--- config.mk ---
export PLATFORM = sky130hd
export DESIGN_NAME = pcg_ctrl
export DESIGN_NICKNAME = d
export VERILOG_FILES = /design/src/include/pcg_pkg.sv /design/src/verilog/pcg_ctrl.sv
export SDC_FILE = /design/constraint.sdc
export NUM_CORES = 1
export LEC_CHECK = 0
export ABC_AREA = 1
export CAP_MARGIN = 0
export CORE_MARGIN = 2
export CORE_UTILIZATION = 55
export CTS_CLUSTER_SIZE = 14
export DETAILED_ROUTE_END_ITERATION = 6
export DONT_BUFFER_PORTS = 1
export GPL_TIMING_DRIVEN = 0
export PLACE_DENSITY = 0.72
export SLEW_MARGIN = 40
export SYNTH_ARGS = -nofsm -noshare
export SYNTH_HDL_FRONTEND = slang
export SYNTH_SLANG_ARGS = --single-unit
--- constraint.sdc ---
create_clock -name clk_sys -period 11.1 [get_ports clk_sys]
set_input_delay 2.22 -clock clk_sys [delete_from_list [all_inputs] [get_ports clk_sys]]
set_output_delay 2.22 -clock clk_sys [all_outputs]
set_load 0.1 [all_outputs]
--- src/include/pcg_pkg.sv ---
/*
  Constants, types and decode helpers for the counter global control and
  precise sampling block. Assumes a 64-bit model register access path
  addressed by a 32-bit register index.
*/
package pcg_pkg;

  // ==========================================================================
  // Register indices
  localparam logic [31:0] ADDR_GP_CTR0   = 32'h0000_00c1;
  localparam logic [31:0] ADDR_GP_CTR1   = 32'h0000_00c2;
  localparam logic [31:0] ADDR_FIX_CTR0  = 32'h0000_0309;
  localparam logic [31:0] ADDR_FIX_CTR1  = 32'h0000_030a;
  localparam logic [31:0] ADDR_FIX_CTR2  = 32'h0000_030b;
  localparam logic [31:0] ADDR_GLB_STS   = 32'h0000_038e;
  localparam logic [31:0] ADDR_GLB_EN    = 32'h0000_038f;
  localparam logic [31:0] ADDR_OVF_CLR   = 32'h0000_0390;
  localparam logic [31:0] ADDR_SMP_EN    = 32'h0000_03f1;
  localparam logic [31:0] ADDR_CAPS      = 32'h0000_03a0;

  // ==========================================================================
  // Counter set and field positions
  localparam int NUM_CTR = 5;
  localparam logic [31:0] CTR_ADDR [NUM_CTR] = '{ADDR_GP_CTR0, ADDR_GP_CTR1,
      ADDR_FIX_CTR0, ADDR_FIX_CTR1, ADDR_FIX_CTR2};
  localparam int STS_BIT [NUM_CTR] = '{0, 1, 32, 33, 34};
  localparam int GLB_FIX_LSB     = 32;
  localparam int STS_BUF_OVF_BIT = 62;
  localparam int STS_CHG_BIT     = 63;
  localparam int SMP_EN_GP0_BIT  = 0;
  localparam int FIX_FIELD_W     = 4;
  localparam int FIX_OS_BIT      = 0;
  localparam int FIX_USR_BIT     = 1;
  localparam int FIX_PMI_BIT     = 3;
  localparam int CAP_TRAP_BIT    = 6;
  localparam int CAP_SAVE_BIT    = 7;
  localparam int CAP_FMT_LSB     = 8;
  localparam logic [3:0]  CAP_FMT_GPR_IP_FLAGS = 4'h0;
  localparam int          CAP_MIN_VERSION      = 2;
  localparam logic [63:0] RST_ZERO             = 64'h0;

  // ==========================================================================
  // Event codes
  localparam logic [7:0] EVT_LOAD_RET  = 8'hcb;
  localparam logic [7:0] EVT_ITLB_RET  = 8'hc9;
  localparam logic [7:0] UMASK_LD_MIN  = 8'h01;
  localparam logic [7:0] UMASK_LD_MAX  = 8'h10;

  typedef enum logic [2:0] {
    PCG_IDLE      = 3'b000,
    PCG_WAIT_INSN = 3'b001,
    PCG_LOAD      = 3'b010,
    PCG_WRITE     = 3'b011,
    PCG_WAIT_BTS  = 3'b100
  } pcg_smp_state_t;

  // True for events that are tagged and counted only at retirement.
  function automatic logic pcg_retire_tagged(input logic [7:0] es, input logic [7:0] um);
    pcg_retire_tagged = (es == EVT_ITLB_RET) ||
                        (es == EVT_LOAD_RET && um >= UMASK_LD_MIN && um <= UMASK_LD_MAX);
  endfunction : pcg_retire_tagged

  // True for events that may drive precise sampling.
  function automatic logic pcg_sample_capable(input logic [7:0] es, input logic [7:0] um);
    pcg_sample_capable = (es == 8'hc0 && um == 8'h00) || (es == 8'hc1 && um == 8'hfe) ||
                         (es == 8'hc5 && um == 8'h00) || (es == 8'hc7 && um == 8'h1f) ||
                         (es == EVT_LOAD_RET && (um == 8'h01 || um == 8'h02 ||
                          um == 8'h04 || um == 8'h08 || um == 8'h10));
  endfunction : pcg_sample_capable

endpackage : pcg_pkg

--- src/verilog/pcg_ctrl.sv ---
/*
  Global enable, overflow status and precise sampling control for two
  general counters and three fixed counters. Assumes all inputs are
  synchronous to clk_sys and that per-counter configuration words are held
  outside and presented on plain inputs.
*/
`timescale 1ns/100ps
module pcg_ctrl import pcg_pkg::*; #(
  parameter int         CW           = 40,
  parameter int         REC_WORDS    = 18,
  parameter int         MON_VERSION  = 2,
  parameter logic       TRAP_LIKE    = 1'b1
) (
  // Clock and reset
  input  wire logic        clk_sys,
  input  wire logic        rst,
  // Model register access
  input  wire logic        mreg_wr,
  input  wire logic        mreg_rd,
  input  wire logic [31:0] mreg_addr,
  input  wire logic [63:0] mreg_wdata,
  output logic      [63:0] mreg_rdata,
  output logic             mreg_rvalid,
  output logic             mreg_fault,
  // Per-counter configuration words
  input  wire logic [1:0]  gp_os_en,
  input  wire logic [1:0]  gp_usr_en,
  input  wire logic [1:0]  gp_pmi_en,
  input  wire logic [7:0]  gp0_event_sel,
  input  wire logic [7:0]  gp0_umask,
  input  wire logic [11:0] fixed_counter_config,
  input  wire logic        priv_is_kernel,
  // Event pulses
  input  wire logic [1:0]  gp_event,
  input  wire logic [2:0]  fixed_event,
  input  wire logic        gp0_event_retired,
  // Sample record writer
  input  wire logic        insn_done,
  output logic      [4:0]  arch_idx,
  input  wire logic [63:0] arch_word,
  output logic             smp_wr_valid,
  output logic      [63:0] smp_wr_data,
  input  wire logic        smp_wr_ready,
  // Branch trace store and interrupt
  input  wire logic        bts_busy,
  output logic             monitor_interrupt,
  output logic             monitor_interrupt_precise
);

  // ==========================================================================
  // Register state
  logic [63:0]    glb_en_q;
  logic [63:0]    smp_en_q;
  logic [NUM_CTR-1:0] ovf_q, ovf_d;
  logic           buf_ovf_q, buf_ovf_d;
  logic           chg_q, chg_d;
  pcg_smp_state_t state_q, state_d;
  logic [4:0]     idx_q;
  logic           pend_q, prec_q;
  logic           irq_q, irq_prec_q;
  logic [63:0]    rdata_q;
  logic           rvalid_q, fault_q;

  // Address decode.
  wire sel_en   = (mreg_addr == ADDR_GLB_EN);
  wire sel_sts  = (mreg_addr == ADDR_GLB_STS);
  wire sel_clr  = (mreg_addr == ADDR_OVF_CLR);
  wire sel_smp  = (mreg_addr == ADDR_SMP_EN);
  wire sel_cap  = (mreg_addr == ADDR_CAPS);
  logic [NUM_CTR-1:0] sel_ctr;
  wire clr_wr   = mreg_wr && sel_clr;

  // ==========================================================================
  // Counter enables and event qualification
  logic [NUM_CTR-1:0] glb_vec, priv_ok, evt_in, cnt_run, ovf_hit, pmi_vec;
  logic [NUM_CTR*CW-1:0] cnt_flat;

  assign glb_vec = {glb_en_q[GLB_FIX_LSB+2:GLB_FIX_LSB], glb_en_q[1:0]};
  assign priv_ok[1:0] = priv_is_kernel ? gp_os_en : gp_usr_en;
  assign pmi_vec[1:0] = gp_pmi_en;

  // Tagged events on counter zero count only retired work, never speculative.
  wire gp0_tagged = pcg_retire_tagged(gp0_event_sel, gp0_umask);
  assign evt_in[0] = gp_event[0] && (!gp0_tagged || gp0_event_retired);
  assign evt_in[1] = gp_event[1];
  assign evt_in[4:2] = fixed_event;

  // Fixed counters take their privilege and interrupt bits from 4-bit fields.
  for (genvar j = 0; j < 3; j++) begin : g_fix
    assign priv_ok[2+j] = fixed_counter_config[FIX_FIELD_W*j +
                          (priv_is_kernel ? FIX_OS_BIT : FIX_USR_BIT)];
    assign pmi_vec[2+j] = fixed_counter_config[FIX_FIELD_W*j + FIX_PMI_BIT];
  end

  assign cnt_run = glb_vec & priv_ok;

  // ==========================================================================
  // Counters
  // A software write wins over an increment in the same cycle, so a reload
  // never loses to a stray event.
  for (genvar i = 0; i < NUM_CTR; i++) begin : g_ctr
    logic [CW-1:0] cnt_q;
    assign sel_ctr[i] = (mreg_addr == CTR_ADDR[i]);
    wire   wr_hit     = mreg_wr && sel_ctr[i];
    wire   inc        = cnt_run[i] && evt_in[i];
    always_ff @(posedge clk_sys or posedge rst) begin
      if (rst) begin
        cnt_q <= '0;
      end else if (wr_hit) begin
        cnt_q <= mreg_wdata[CW-1:0];
      end else if (inc) begin
        cnt_q <= cnt_q + 1'b1;
      end
    end
    assign ovf_hit[i] = inc && !wr_hit && (&cnt_q);
    assign cnt_flat[i*CW +: CW] = cnt_q;
  end

  // ==========================================================================
  // Precise sampling control
  // capable events only
  wire smp_armed = smp_en_q[SMP_EN_GP0_BIT] && pcg_sample_capable(gp0_event_sel, gp0_umask);
  wire smp_take  = ovf_hit[0] && smp_armed && (state_q == PCG_IDLE);
  wire last_word = (idx_q == 5'(REC_WORDS - 1));
  wire smp_done  = (state_q == PCG_WAIT_BTS) && !bts_busy;

  // Sampling walk: optional wait for instruction completion, then one
  // 64-bit entry at most every two cycles, then wait for branch trace store.
  always_comb begin
    state_d = state_q;
    case (state_q)
      PCG_IDLE: begin
        if (smp_take) state_d = TRAP_LIKE ? PCG_WAIT_INSN : PCG_LOAD;
      end
      PCG_WAIT_INSN: begin
        if (insn_done) state_d = PCG_LOAD;
      end
      PCG_LOAD: begin
        state_d = PCG_WRITE;
      end
      PCG_WRITE: begin
        if (smp_wr_ready) state_d = last_word ? PCG_WAIT_BTS : PCG_LOAD;
      end
      PCG_WAIT_BTS: begin
        if (!bts_busy) state_d = PCG_IDLE;
      end
      default: state_d = PCG_IDLE;
    endcase
  end

  // State register and record word index.
  always_ff @(posedge clk_sys or posedge rst) begin
    if (rst) begin
      state_q <= PCG_IDLE;
      idx_q   <= '0;
    end else begin
      state_q <= state_d;
      if (state_q == PCG_IDLE) idx_q <= '0;
      else if (state_q == PCG_WRITE && smp_wr_ready) idx_q <= idx_q + 1'b1;
    end
  end

  // Record data is held in a flop so the writer sees a stable word.
  // 64-bit entries
  always_ff @(posedge clk_sys or posedge rst) begin
    if (rst) begin
      smp_wr_data <= RST_ZERO;
    end else if (state_q == PCG_LOAD) begin
      smp_wr_data <= arch_word;
    end
  end

  assign smp_wr_valid = (state_q == PCG_WRITE);
  assign arch_idx     = idx_q;

  // ==========================================================================
  // Global status
  // Set wins over every clear so no overflow is lost in the clearing cycle.
  logic [NUM_CTR-1:0] clr_vec;
  for (genvar k = 0; k < NUM_CTR; k++) begin : g_clr
    assign clr_vec[k] = clr_wr && mreg_wdata[STS_BIT[k]];
  end

  always_comb begin
    ovf_d = ovf_hit | (ovf_q & ~(clr_vec | {{(NUM_CTR-1){1'b0}}, smp_done}));
    buf_ovf_d = smp_done | (buf_ovf_q & ~(clr_wr && mreg_wdata[STS_BUF_OVF_BIT]));
    chg_d     = (|ovf_hit) | smp_done | (chg_q & ~(clr_wr && mreg_wdata[STS_CHG_BIT]));
  end

  always_ff @(posedge clk_sys or posedge rst) begin
    if (rst) begin
      ovf_q     <= '0;
      buf_ovf_q <= 1'b0;
      chg_q     <= 1'b0;
    end else begin
      ovf_q     <= ovf_d;
      buf_ovf_q <= buf_ovf_d;
      chg_q     <= chg_d;
    end
  end

  wire [63:0] sts_word = {chg_q, buf_ovf_q, 27'h0, ovf_q[4:2], 30'h0, ovf_q[1:0]};

  // ==========================================================================
  // Monitor interrupt
  // Requests wait while a sample or a branch trace store is in flight.
  wire pmi_req = |(ovf_hit & pmi_vec & ~{{(NUM_CTR-1){1'b0}}, smp_armed});
  wire fire    = (pend_q || prec_q) && (state_q == PCG_IDLE) && !bts_busy;

  always_ff @(posedge clk_sys or posedge rst) begin
    if (rst) begin
      pend_q     <= 1'b0;
      prec_q     <= 1'b0;
      irq_q      <= 1'b0;
      irq_prec_q <= 1'b0;
    end else begin
      pend_q     <= pmi_req || (pend_q && !fire);
      prec_q     <= smp_done || (prec_q && !fire);
      irq_q      <= fire;
      irq_prec_q <= fire && prec_q;
    end
  end

  assign monitor_interrupt         = irq_q;
  assign monitor_interrupt_precise = irq_prec_q;

  // ==========================================================================
  // Register writes
  always_ff @(posedge clk_sys or posedge rst) begin
    if (rst) begin
      glb_en_q <= RST_ZERO;
      smp_en_q <= RST_ZERO;
    end else if (mreg_wr) begin
      if (sel_en) glb_en_q <= {29'h0, mreg_wdata[34:32], 30'h0, mreg_wdata[1:0]};
      if (sel_smp) smp_en_q <= {63'h0, mreg_wdata[SMP_EN_GP0_BIT]};
    end
  end

  // ==========================================================================
  // Register reads
  // save state bit
  wire [63:0] cap_word = {52'h0, CAP_FMT_GPR_IP_FLAGS, 1'b1, TRAP_LIKE, 6'h0};
  wire        cap_ok   = (MON_VERSION >= CAP_MIN_VERSION);
  logic [63:0] ctr_rd;
  always_comb begin
    ctr_rd = RST_ZERO;
    for (int m = 0; m < NUM_CTR; m++) begin
      if (sel_ctr[m]) ctr_rd = {{(64-CW){1'b0}}, cnt_flat[m*CW +: CW]};
    end
  end

  wire rd_ok = (|sel_ctr) || sel_en || sel_sts || sel_smp || (sel_cap && cap_ok);
  wire wr_ok = (|sel_ctr) || sel_en || sel_clr || sel_smp;
  wire [63:0] rd_mux = sel_en  ? glb_en_q :
                       sel_sts ? sts_word :
                       sel_smp ? smp_en_q :
                       (sel_cap && cap_ok) ? cap_word : ctr_rd;

  // Read data is registered; a bad index answers zero with a fault pulse.
  always_ff @(posedge clk_sys or posedge rst) begin
    if (rst) begin
      rdata_q  <= RST_ZERO;
      rvalid_q <= 1'b0;
      fault_q  <= 1'b0;
    end else begin
      rvalid_q <= mreg_rd;
      fault_q  <= (mreg_rd && !rd_ok) || (mreg_wr && !wr_ok);
      if (mreg_rd) rdata_q <= rd_ok ? rd_mux : RST_ZERO;
    end
  end

  assign mreg_rdata  = rdata_q;
  assign mreg_rvalid = rvalid_q;
  assign mreg_fault  = fault_q;

  // ==========================================================================
  // Assertions
  wire [CW-1:0] cnt1 = cnt_flat[CW +: CW];

  property p_count_gate;
    @(posedge clk_sys) disable iff (rst)
      (!cnt_run[1] && !(mreg_wr && sel_ctr[1])) |=> (cnt1 == $past(cnt1));
  endproperty
  a_count_gate: assert property (p_count_gate)
    else $error("counter one moved while gated off");

  property p_fix_ovf;
    @(posedge clk_sys) disable iff (rst) ovf_hit[2] |=> sts_word[32];
  endproperty
  a_fix_ovf: assert property (p_fix_ovf)
    else $error("fixed overflow not reported");

  property p_clr_one;
    @(posedge clk_sys) disable iff (rst)
      (clr_wr && mreg_wdata[0] && !ovf_hit[0]) |=> !ovf_q[0];
  endproperty
  a_clr_one: assert property (p_clr_one)
    else $error("overflow clear had no effect");

  property p_clr_zero;
    @(posedge clk_sys) disable iff (rst)
      (clr_wr && !mreg_wdata[1] && ovf_q[1]) |=> ovf_q[1];
  endproperty
  a_clr_zero: assert property (p_clr_zero)
    else $error("zero bit cleared a status flag");

  property p_buf_flag;
    @(posedge clk_sys) disable iff (rst)
      (smp_done && !ovf_hit[0]) |=> buf_ovf_q && chg_q && !ovf_q[0];
  endproperty
  a_buf_flag: assert property (p_buf_flag)
    else $error("sample end did not update status");

  property p_irq_hold;
    @(posedge clk_sys) disable iff (rst)
      monitor_interrupt |-> $past(state_q == PCG_IDLE) && !$past(bts_busy);
  endproperty
  a_irq_hold: assert property (p_irq_hold)
    else $error("interrupt raised during sample or trace store");

  property p_gp0_only;
    @(posedge clk_sys) disable iff (rst)
      (state_q == PCG_IDLE && state_d != PCG_IDLE) |-> ovf_hit[0] && smp_armed;
  endproperty
  a_gp0_only: assert property (p_gp0_only)
    else $error("sampling started without counter zero overflow");

  property p_cap_bit;
    @(posedge clk_sys) disable iff (rst)
      (mreg_rd && sel_cap && cap_ok) |=> mreg_rdata[CAP_SAVE_BIT] && mreg_rvalid;
  endproperty
  a_cap_bit: assert property (p_cap_bit)
    else $error("state save capability bit not one");

  property p_prec_irq;
    @(posedge clk_sys) disable iff (rst)
      (smp_done && !pend_q) |-> ##[1:300] monitor_interrupt_precise;
  endproperty
  a_prec_irq: assert property (p_prec_irq)
    else $error("no precise interrupt after sample");

  c_sample: cover property (@(posedge clk_sys) disable iff (rst) smp_done);
  c_clear:  cover property (@(posedge clk_sys) disable iff (rst) clr_wr && |ovf_q);
  c_irq:    cover property (@(posedge clk_sys) disable iff (rst) monitor_interrupt);

endmodule : pcg_ctrl

---- Word-level counts from Yosys, hierarchy flattened ----
Cells that the tools add are included.
storage, ports and cells
  input port bits ......................... 208
  flip-flop bits (word level) ............. 355
cells by class
  multiplexer cells ....................... 39
  magnitude comparators ................... 5
  equality and inequality tests ........... 32
  add/sub/neg operators ................... 8
  bitwise logic cells ..................... 15
  reductions and logical operators ........ 97
operators with widths
  cell                   count
  $mux 40                13
  $mux 64                7
  $eq 32x10->1 const B   8
  $add 40x1->40 const B  5
  $reduce_and 40->1      5
  $eq 32x8->1 const B    2
  $lt 32x6->1 const B    2
  $eq 8x8->1 const B     7
  $logic_and 1x1->1      48
  $add 4x32->32 const A  1
  $and 5x5->5            4
  $logic_or 1x1->1       20
  $eq 8x5->1 const B     2
  $mux 3                 5
  $pmux 3 s5             1
  $reduce_or 5->1        3
  $bmux 1 s4             3
  $reduce_bool 2->1      6
  $logic_not 1->1        10
  $mux 5                 2
  $eq 8x1->1 const B     1
  $eq 8x2->1 const B     1
  $eq 8x3->1 const B     1
  $eq 8x4->1 const B     1
  other kinds (24)       38

---- Longest topological paths before layout ----
Gate-level depths: netlist of run 1.
  depth after elaboration ................. 14
  gate-level depth with buffers ........... 16
  mapped depth without buffers ............ 16

---- Worst setup path before layout of run 1 ----
No wires, ideal clock.
  path kind ............................... reg2out
  start ................................... register state_q[2]
  end ..................................... output smp_wr_valid
  stages on the path, launching flop included .. 2
  required time ........................... 8880 ps
  setup slack ............................. 7155 ps
  data arrival time ....................... 1725 ps
  buffers on the path ..................... 0
  cell sequence ........................... dfrtp_1 > nor2_1
between the ends
  longest elaborated chain between the ends .. 1
ends and longest elaborated chain
  element                 line             source
  start, declared         pcg_ctrl.sv:57   pcg_smp_state_t state_q, state_d;
  start signal, assigned  pcg_ctrl.sv:157  state_q <= state_d;
  $eq 3x2->1              pcg_ctrl.sv:173  assign smp_wr_valid = (state_q == PCG_WRITE);
  end, declared           pcg_ctrl.sv:41   output logic smp_wr_valid,
No other way between the ends.

---- Worst setup path in the final report of run 1 ----
  start ................................... input mreg_addr[11]
  end ..................................... register pend_q
between the ends
  longest elaborated chain between the ends .. 9
ends and longest elaborated chain
  element                                             line             source
  start, declared                                     pcg_ctrl.sv:20   input wire logic [31:0] mreg_addr,
  $eq 32x8->1 / $eq 32x10->1 (equally long branches)  pcg_ctrl.sv:103  assign sel_ctr[i] = (mreg_addr == CTR_ADDR[i]);
  $logic_and 1x1->1                                   pcg_ctrl.sv:104  wire wr_hit = mreg_wr && sel_ctr[i];
  $logic_not 1->1                                     pcg_ctrl.sv:115  assign ovf_hit[i] = inc && !wr_hit && (&cnt_q);
  $logic_and 1x1->1 (2 in a row)                      pcg_ctrl.sv:115
  $and 5x5->5 * (2 in a row)                          pcg_ctrl.sv:207  wire pmi_req = |(ovf_hit & pmi_vec & ~{{(NUM_CTR-1){1'b0}}, smp_armed});
  $reduce_or 5->1 *                                   pcg_ctrl.sv:207
  $logic_or 1x1->1 *                                  pcg_ctrl.sv:217  pend_q <= pmi_req || (pend_q && !fire);
  end signal, assigned                                pcg_ctrl.sv:217
  end, declared                                       pcg_ctrl.sv:59   logic pend_q, prec_q;
Mark *: on every way between the ends. The rest lies on a longest branch, timed or not.
A chain may end at the register's enable or synchronous reset.

==> flow_metrics.tcl, run 1 <==
set metrics [dict create \
    violations "design-rule violations" \
    finalCriticalPeriod_ns 4.30 \
    dpl_cell_area_um2 22700 \
    syn2layout_area_growth_pct 12.6 \
    num-nets-final 3250 \
    crit_path_start_kind "input pin" \
    worstPathArrival_ns 4.74 \
    ys_ff_latch 333 \
    end_kind "flop" \
    sw_frac_of_total_pct 44.1 \
    portBuffers 0 \
    finalNonFillerCells 3591 \
    synth_edf_count 0 \
    slew_headroom_pct 37.9 \
    wl_um 101000 \
    synth_cells 2952 \
    grt_pass1_wl_um 143000 \
    post-place-ws_ns 6.45 \
    initial_core_util_pct 55.8 \
    chipHeight_um 202 \
    cts_setup_buffers 0 \
    pwr-share-seq_pct 55.3 \
    postSynthAreaPerCell_um2 7.30 \
    cts_tree "done" \
    hold_slack_ns 0.498 \
    syn_area_um2 21500 \
    wl_met2_um 42100 \
    final_common_cell "nand2_1" \
    cts_buffers 39 \
    power_mw 4.29 \
    fin_util_pct 62.8 \
    status "complete, but fails checks" \
    route.met3.wl_um 14100 \
    yosysWarnings 0 \
    finalInstanceArea_um2 24300 \
    ir_worst_vdd_mv 0.223 \
    p_sw_mw 1.89 \
    synth_cell_types 53 \
    synth-seq-area-share_pct 38.7 \
    synth_flop_cell "dfrtp_1" \
    grt_usage_pct 48.1 \
    grt_pass1_vias 21800 \
    synthArstFlopShare_pct 100 \
    cts_resized 0 \
    path_max_fanout 7 \
    setup_slack_ns 6.80 \
    drt-met1-wl_um 35900 \
    drc 12 \
    post-place-cells 3510 \
    path_clk_slew_ns 0.05 \
    dp_hpwl_um 77600 \
    cts_buffer_depth 3 \
    grt.overflow.total 0 \
    boundaryPins 346 \
    hold_viol 0 \
    clock_skew_ns 0.0369 \
    coreArea_um2 38600 \
    p_clk_share_pct 33.0 \
    finalSetupTns_ns 0 \
    h-tree-depth 2 \
    leakage_nw 11.0 \
    maxSlewViolCount 0 \
    gp_congestion 1.13 \
    routedWlPerCell_um 28.1 \
    crit_required_ns 11.54 \
    clkLatencyLatePin_ns 0.59 \
    min_period_over_period_pct 38.7 \
    top_layer "met5" \
    cts.sinks 333 \
    powerDensity_nw_per_um2 177 \
    antenna_found_initial 9 \
    final_cell_mix "nand2_1 (840), nor2_1 (333), inv_1 (325)" \
    hold_buffers 0 \
    critPathLaunch "mreg_addr[11]" \
    clockRootBuffer "clkbuf_16" \
    first_iter_violations 3644 \
    path_class "input pin to flop" \
    detail-route-antenna-nets 0 \
    max_freq_mhz 233 \
    worstHoldStart "pend_q$_DFF_PP0_" \
    crit-reg2reg-launch "g_ctr[0].cnt_q[0]$_DFFE_PP0P_" \
    hp-class "flop to flop" \
    drtPass1Iterations 7 \
    die_area_um2 40800 \
    core.rowCount 72 \
    comb_power_share_pct 11.8 \
    vias_per_cell 6.47 \
    worst_pin_slew_ns 0.931 \
    vias 23200 \
    finalSetupViolCount 0 \
    grt_max_degree 27 \
    internal-power_mw 2.40 \
    maxCapViolations 0 \
    rsz0062_at_grt "no" \
    drive_above_1_share_pct 12.9 \
    dieWidth_um 202 \
]
cell type report:
type / instances / area [µm²]
Buffer: 109 / 622
Timing Repair Buffer: 21 / 444
Clock inverter: 21 / 262
Fill cell: 3435 / 14400
Inverter: 344 / 1300
Tap cell: 518 / 648
Antenna cell: 7 / 17.5
Sequential cell: 333 / 8460
Clock buffer: 51 / 1130
Multi-Input combinational cell: 2187 / 11400
synth_stat cells (2+ instances only):
cell	n	share of area [%]
clkbuf_1	30	0.52
nor4_1	16	0.46
inv_2	15	0.26
nand3_1	188	4.4
a21oi_1	48	1.1
xor2_1	123	5.0
nand3_2	3	0.14
nor2_2	12	0.35
nor3_2	4	0.19
ha_1	7	0.41
o21bai_1	4	0.14
nor2_4	5	0.26
dfrtp_1	333	39
o211a_1	3	0.14
nand2_1	840	15
nor3_1	78	1.8
o211ai_1	46	1.6
and3_1	2	0.058
nand4_1	64	1.9
o21ai_0	92	2.1
inv_1	326	5.7
a22oi_1	12	0.42
nand2_2	12	0.35
a31oi_1	4	0.12
o21ai_1	25	0.58
nand2_4	2	0.10
o21a_1	4	0.14
o31ai_1	2	0.070
nor2_1	334	5.8
nand3b_1	5	0.17
buf_2	40	0.93
buf_4	31	1.1
o22ai_1	13	0.38
mux2_2	64	3.3
buf_6	6	0.31
xnor2_1	25	1.0
o221ai_1	115	4.7
or2_2	4	0.12
state kept, by name, summed over array words and instances (netlist names):
register,flops
g_ctr.cnt_q,160
smp_wr_data,64
mreg_rdata,42
cnt1,40
arch_idx,5
glb_en_q,5
ovf_q,5
state_q,3
buf_ovf_q,1
chg_q,1
monitor_interrupt,1
monitor_interrupt_precise,1
mreg_fault,1
mreg_rvalid,1
pend_q,1
prec_q,1
smp_en_q,1
power by group through the flow:
| stage | clock [mW] | sequential (mW) | combinational, mW |
|---|---|---|---|
| floorplan | 0 | 2.33 | 0.332 |
| global placement | 0 | 2.36 | 0.403 |
| detailed placement | 0 | 2.37 | 0.490 |
| CTS | 1.40 | 2.35 | 0.496 |
| global route | 1.46 | 2.38 | 0.532 |
| finish | 1.42 | 2.37 | 0.505 |
per-layer routing:
layer | global-route usage (%) | up-vias
met5 | 0 | -
met4 | 34.4 | 6
met3 | 16.4 | 435
met2 | 69.6 | 1934
met1 | 60.0 | 11000
li1 | - | 9891
kinds of logic (layout without fill, tap and decap cells):
logic type / Yosys count / in the layout / synth area share (%)
simple gates: 1576 / 1576 / 31.1
buf+inv: 453 / 546 / 8.90
compound gates: 370 / 370 / 11.6
flops: 333 / 333 / 38.7
xor+xnor: 148 / 148 / 6.02
mux: 64 / 64 / 3.34
fa+ha+maj: 7 / 7 / 0.406
other cells: 1 / 29 / 0.0174
final timing paths:
check | depth (start not counted) | slack (ns) | to
worst max register to register | 11 | 8.16 | state_q[0]$_DFFE_PP0P_
worst min-delay path | 2 | 0.50 | pend_q$_DFF_PP0_
worst min register to register | 2 | 0.50 | pend_q$_DFF_PP0_
worst max-delay path | 10 | 6.80 | pend_q$_DFF_PP0_
min in group asynchronous | 1 | 1.52 | smp_wr_data[20]$_DFFE_PP0P_
max in group asynchronous | 7 | 8.10 | g_ctr[0].cnt_q[28]$_DFFE_PP0P_
worst max-delay path, cell delays in order:
cell and delay (ns):
nor2_1 0.36, nand2_1 0.13, nor3_2 0.41, nand4_2 0.48, nand2_2 0.36, inv_2 0.17, nand3_1 0.33, nand2_1 0.09
nor2_1 0.10, nand3_1 0.07
No activity file was read; power rests on OpenSTA's default activity.
==> inputs of run 2 (changes only) <==
--- a/config.mk
+++ b/config.mk
@@ -13,7 +13,7 @@
 export DETAILED_ROUTE_END_ITERATION = 6
 export DONT_BUFFER_PORTS = 1
 export GPL_TIMING_DRIVEN = 0
-export PLACE_DENSITY = 0.72
+export PLACE_DENSITY = 0.69
 export SLEW_MARGIN = 40
 export SYNTH_ARGS = -nofsm -noshare
 export SYNTH_HDL_FRONTEND = slang
==> constraint.sdc (replaced) <==
create_clock -name clk_sys -period 4.05 [get_ports clk_sys]
set_input_delay 0.81 -clock clk_sys [delete_from_list [all_inputs] [get_ports clk_sys]]
set_output_delay 0.81 -clock clk_sys [all_outputs]
set_load 0.1 [all_outputs]
==> run 2 against run 1 <==
Effect of this change:
- the flow still finishes with violations (design-rule violations)
- sequential share of layout area about the same
- critical path depth increased by 1
- cell count about the same
- combinational power increased to 2.7 times the previous value
- via count decreased by 0.80%
- die area unchanged
- clock power increased to 2.8 times the previous value
- total power increased to 2.7 times the previous value
- largest cell class unchanged
- highest routed layer unchanged
==> flow_metrics.tcl, run 2 (synthesis results as in run 1) <==
set metrics [dict create \
    drc 11 \
    largest_register_ffs 160 \
    num-nets-final 3251 \
    h-tree-depth 2 \
    clockRootBuffer "clkbuf_16" \
    reg2reg_slack_ns 1.22 \
    finalCriticalPeriod_ns 2.83 \
    cts_buffers 38 \
    multi_input_area_um2 11400 \
    violations "design-rule violations" \
    critPathLaunch "g_ctr[0].cnt_q[0]$_DFFE_PP0P_" \
    power_mw 11.8 \
    hold_viol 0 \
    drtPass1Iterations 7 \
    grt_pass1_wl_um 143000 \
    crit-reg2reg-launch "g_ctr[0].cnt_q[0]$_DFFE_PP0P_" \
    grt_pass1_vias 21500 \
    worstPathArrival_ns 3.35 \
    seq_area_um2 8460 \
    crit_top_cell "nand2_1" \
    vias 23100 \
    routedWlPerCell_um 27.8 \
    fill_cells 3472 \
    detail-route-antenna-nets 0 \
    final_cell_mix "nand2_1 (840), nor2_1 (333), inv_1 (325)" \
    max_freq_mhz 353 \
    leakage_nw 11.0 \
    gp_congestion 1.07 \
    reg2reg_to "state_q[0]$_DFFE_PP0P_" \
    coreArea_um2 38600 \
    cts_tree "done" \
    die_area_um2 40800 \
    dieWidth_um 202 \
    rr_worst_depth 11 \
    post-place-ws_ns 0.853 \
    ir_worst_vdd_mv 0.779 \
    cp.depth 11 \
    path_delay_family "simple AND/OR/NAND/NOR gates" \
    grt.overflow.total 0 \
    finalSetupViolCount 0 \
    cts_setup_buffers 0 \
    critical_path.cell_chain "ha_1, nand2_1, nor2_1, nand2_1, nor2_4, nand2_1, nor2_1, nand4_1, o21ai_2, nand3_1, nand2_1" \
    maxSlewViolCount 0 \
    cts_buffer_depth 3 \
    maxCapViolations 0 \
    min_period_over_period_pct 69.9 \
    portBuffers 0 \
    syn2layout_area_growth_pct 12.8 \
    first_iter_violations 3297 \
    core.rowCount 72 \
    rsz0062_at_grt "no" \
    grt_usage_pct 48.0 \
    largest-register "g_ctr.cnt_q" \
    initial_core_util_pct 55.8 \
    path_class "flop to flop" \
    crit_slowest_cell "dfrtp_1" \
    cts_resized 0 \
    clock_skew_ns 0.0186 \
    chipHeight_um 202 \
    grt_max_degree 29 \
    dp_hpwl_um 77400 \
    path_max_fanout 6 \
    powerDensity_nw_per_um2 486 \
    slowest_delay_ns 0.53 \
    slew_headroom_pct 38.7 \
    end_kind "flop" \
    clkLatencyLatePin_ns 0.59 \
    wl_um 99900 \
    vias_per_cell 6.42 \
    boundaryPins 346 \
    crit_path_start_kind "flop" \
    crit_required_ns 4.57 \
    final_common_cell "nand2_1" \
    path_clk_slew_ns 0.07 \
    setup_slack_ns 1.22 \
    worst_pin_slew_ns 0.920 \
    drive_above_1_share_pct 12.7 \
    hp-class "input pin to async pin" \
    status "complete, but fails checks" \
    hold_buffers 0 \
    cts.sinks 333 \
    antenna_found_initial 14 \
    timing.critical_path.buf_inv 0 \
]
[run 2: cell count changes in the layout (fill, tap and decap cells not counted), sizes merged]
cell | before | now
clkbuf | 84 | 88
clkinvlp | 6 | 2
bufinv | 5 | 8
clkinv | 11 | 8
buf | 97 | 98
diode | 7 | 6
inv | 343 | 342
[run 2: stage by stage]
step	area [µm²]	cells	setup TNS (ns)	hold slack [ns]	utilization [%]
after floorplan	21600	2973	-402.47	0.442	-
after global placement	22300	3491	-1005.93	0.482	57.6
after detailed placement	22800	3511	0	0.499	58.9
after CTS	24200	3581	0	0.0644	62.5
after global routing	24300	3588	0	0.0940	62.9
final	24300	3590	0	0.0657	62.9
[run 2: worst register-to-register path, stage by stage (launching register included)]
cell and delay (ns):
dfrtp_1 0.53, ha_1 0.24, nand2_1 0.12, nor2_1 0.26, nand2_1 0.24, nor2_4 0.23, nand2_1 0.14, nor2_1 0.38
nand4_1 0.22, o21ai_2 0.21, nand3_1 0.11, nand2_1 0.08
[run 2: layout make-up]
| type | count | share of cell area (%) |
|---|---|---|
| Multi-Input combinational cell | 2187 | 46.9 |
| Sequential cell | 333 | 34.8 |
| Inverter | 344 | 5.35 |
| Clock buffer | 54 | 4.50 |
| Tap cell | 518 | 2.67 |
| Buffer | 109 | 2.56 |
| Timing Repair Buffer | 23 | 1.91 |
| Clock inverter | 16 | 1.27 |
| Antenna cell | 6 | 0.0618 |
[run 2: worst max-delay path by stage]
stage                                          end  slack (ns)
CTS                         state_q[0]$_DFFE_PP0P_        1.29
global route                state_q[1]$_DFFE_PP0P_        1.08
floorplan                  arch_idx[0]$_DFFE_PP0P_       -1.21
detailed placement                pend_q$_DFF_PP0_        0.85
finish                      state_q[0]$_DFFE_PP0P_        1.22
global placement    g_ctr[0].cnt_q[26]$_DFFE_PP0P_       -3.06
[run 2: power by group]
part	leakage [nW]	total, mW	internal, mW	switching [mW]
clock network	0.682	3.97	2.41	1.57
logic	6.54	1.35	0.572	0.782
registers	3.83	6.48	3.70	2.78
[run 2: metal layers]
| metal | track usage [%] | part of all wire (%) |
|---|---|---|
| met5 | 0 | 0.17 |
| met1 | 60.3 | 35 |
| met4 | 31.8 | 8.7 |
| met3 | 15.8 | 15 |
| met2 | 70.6 | 42 |
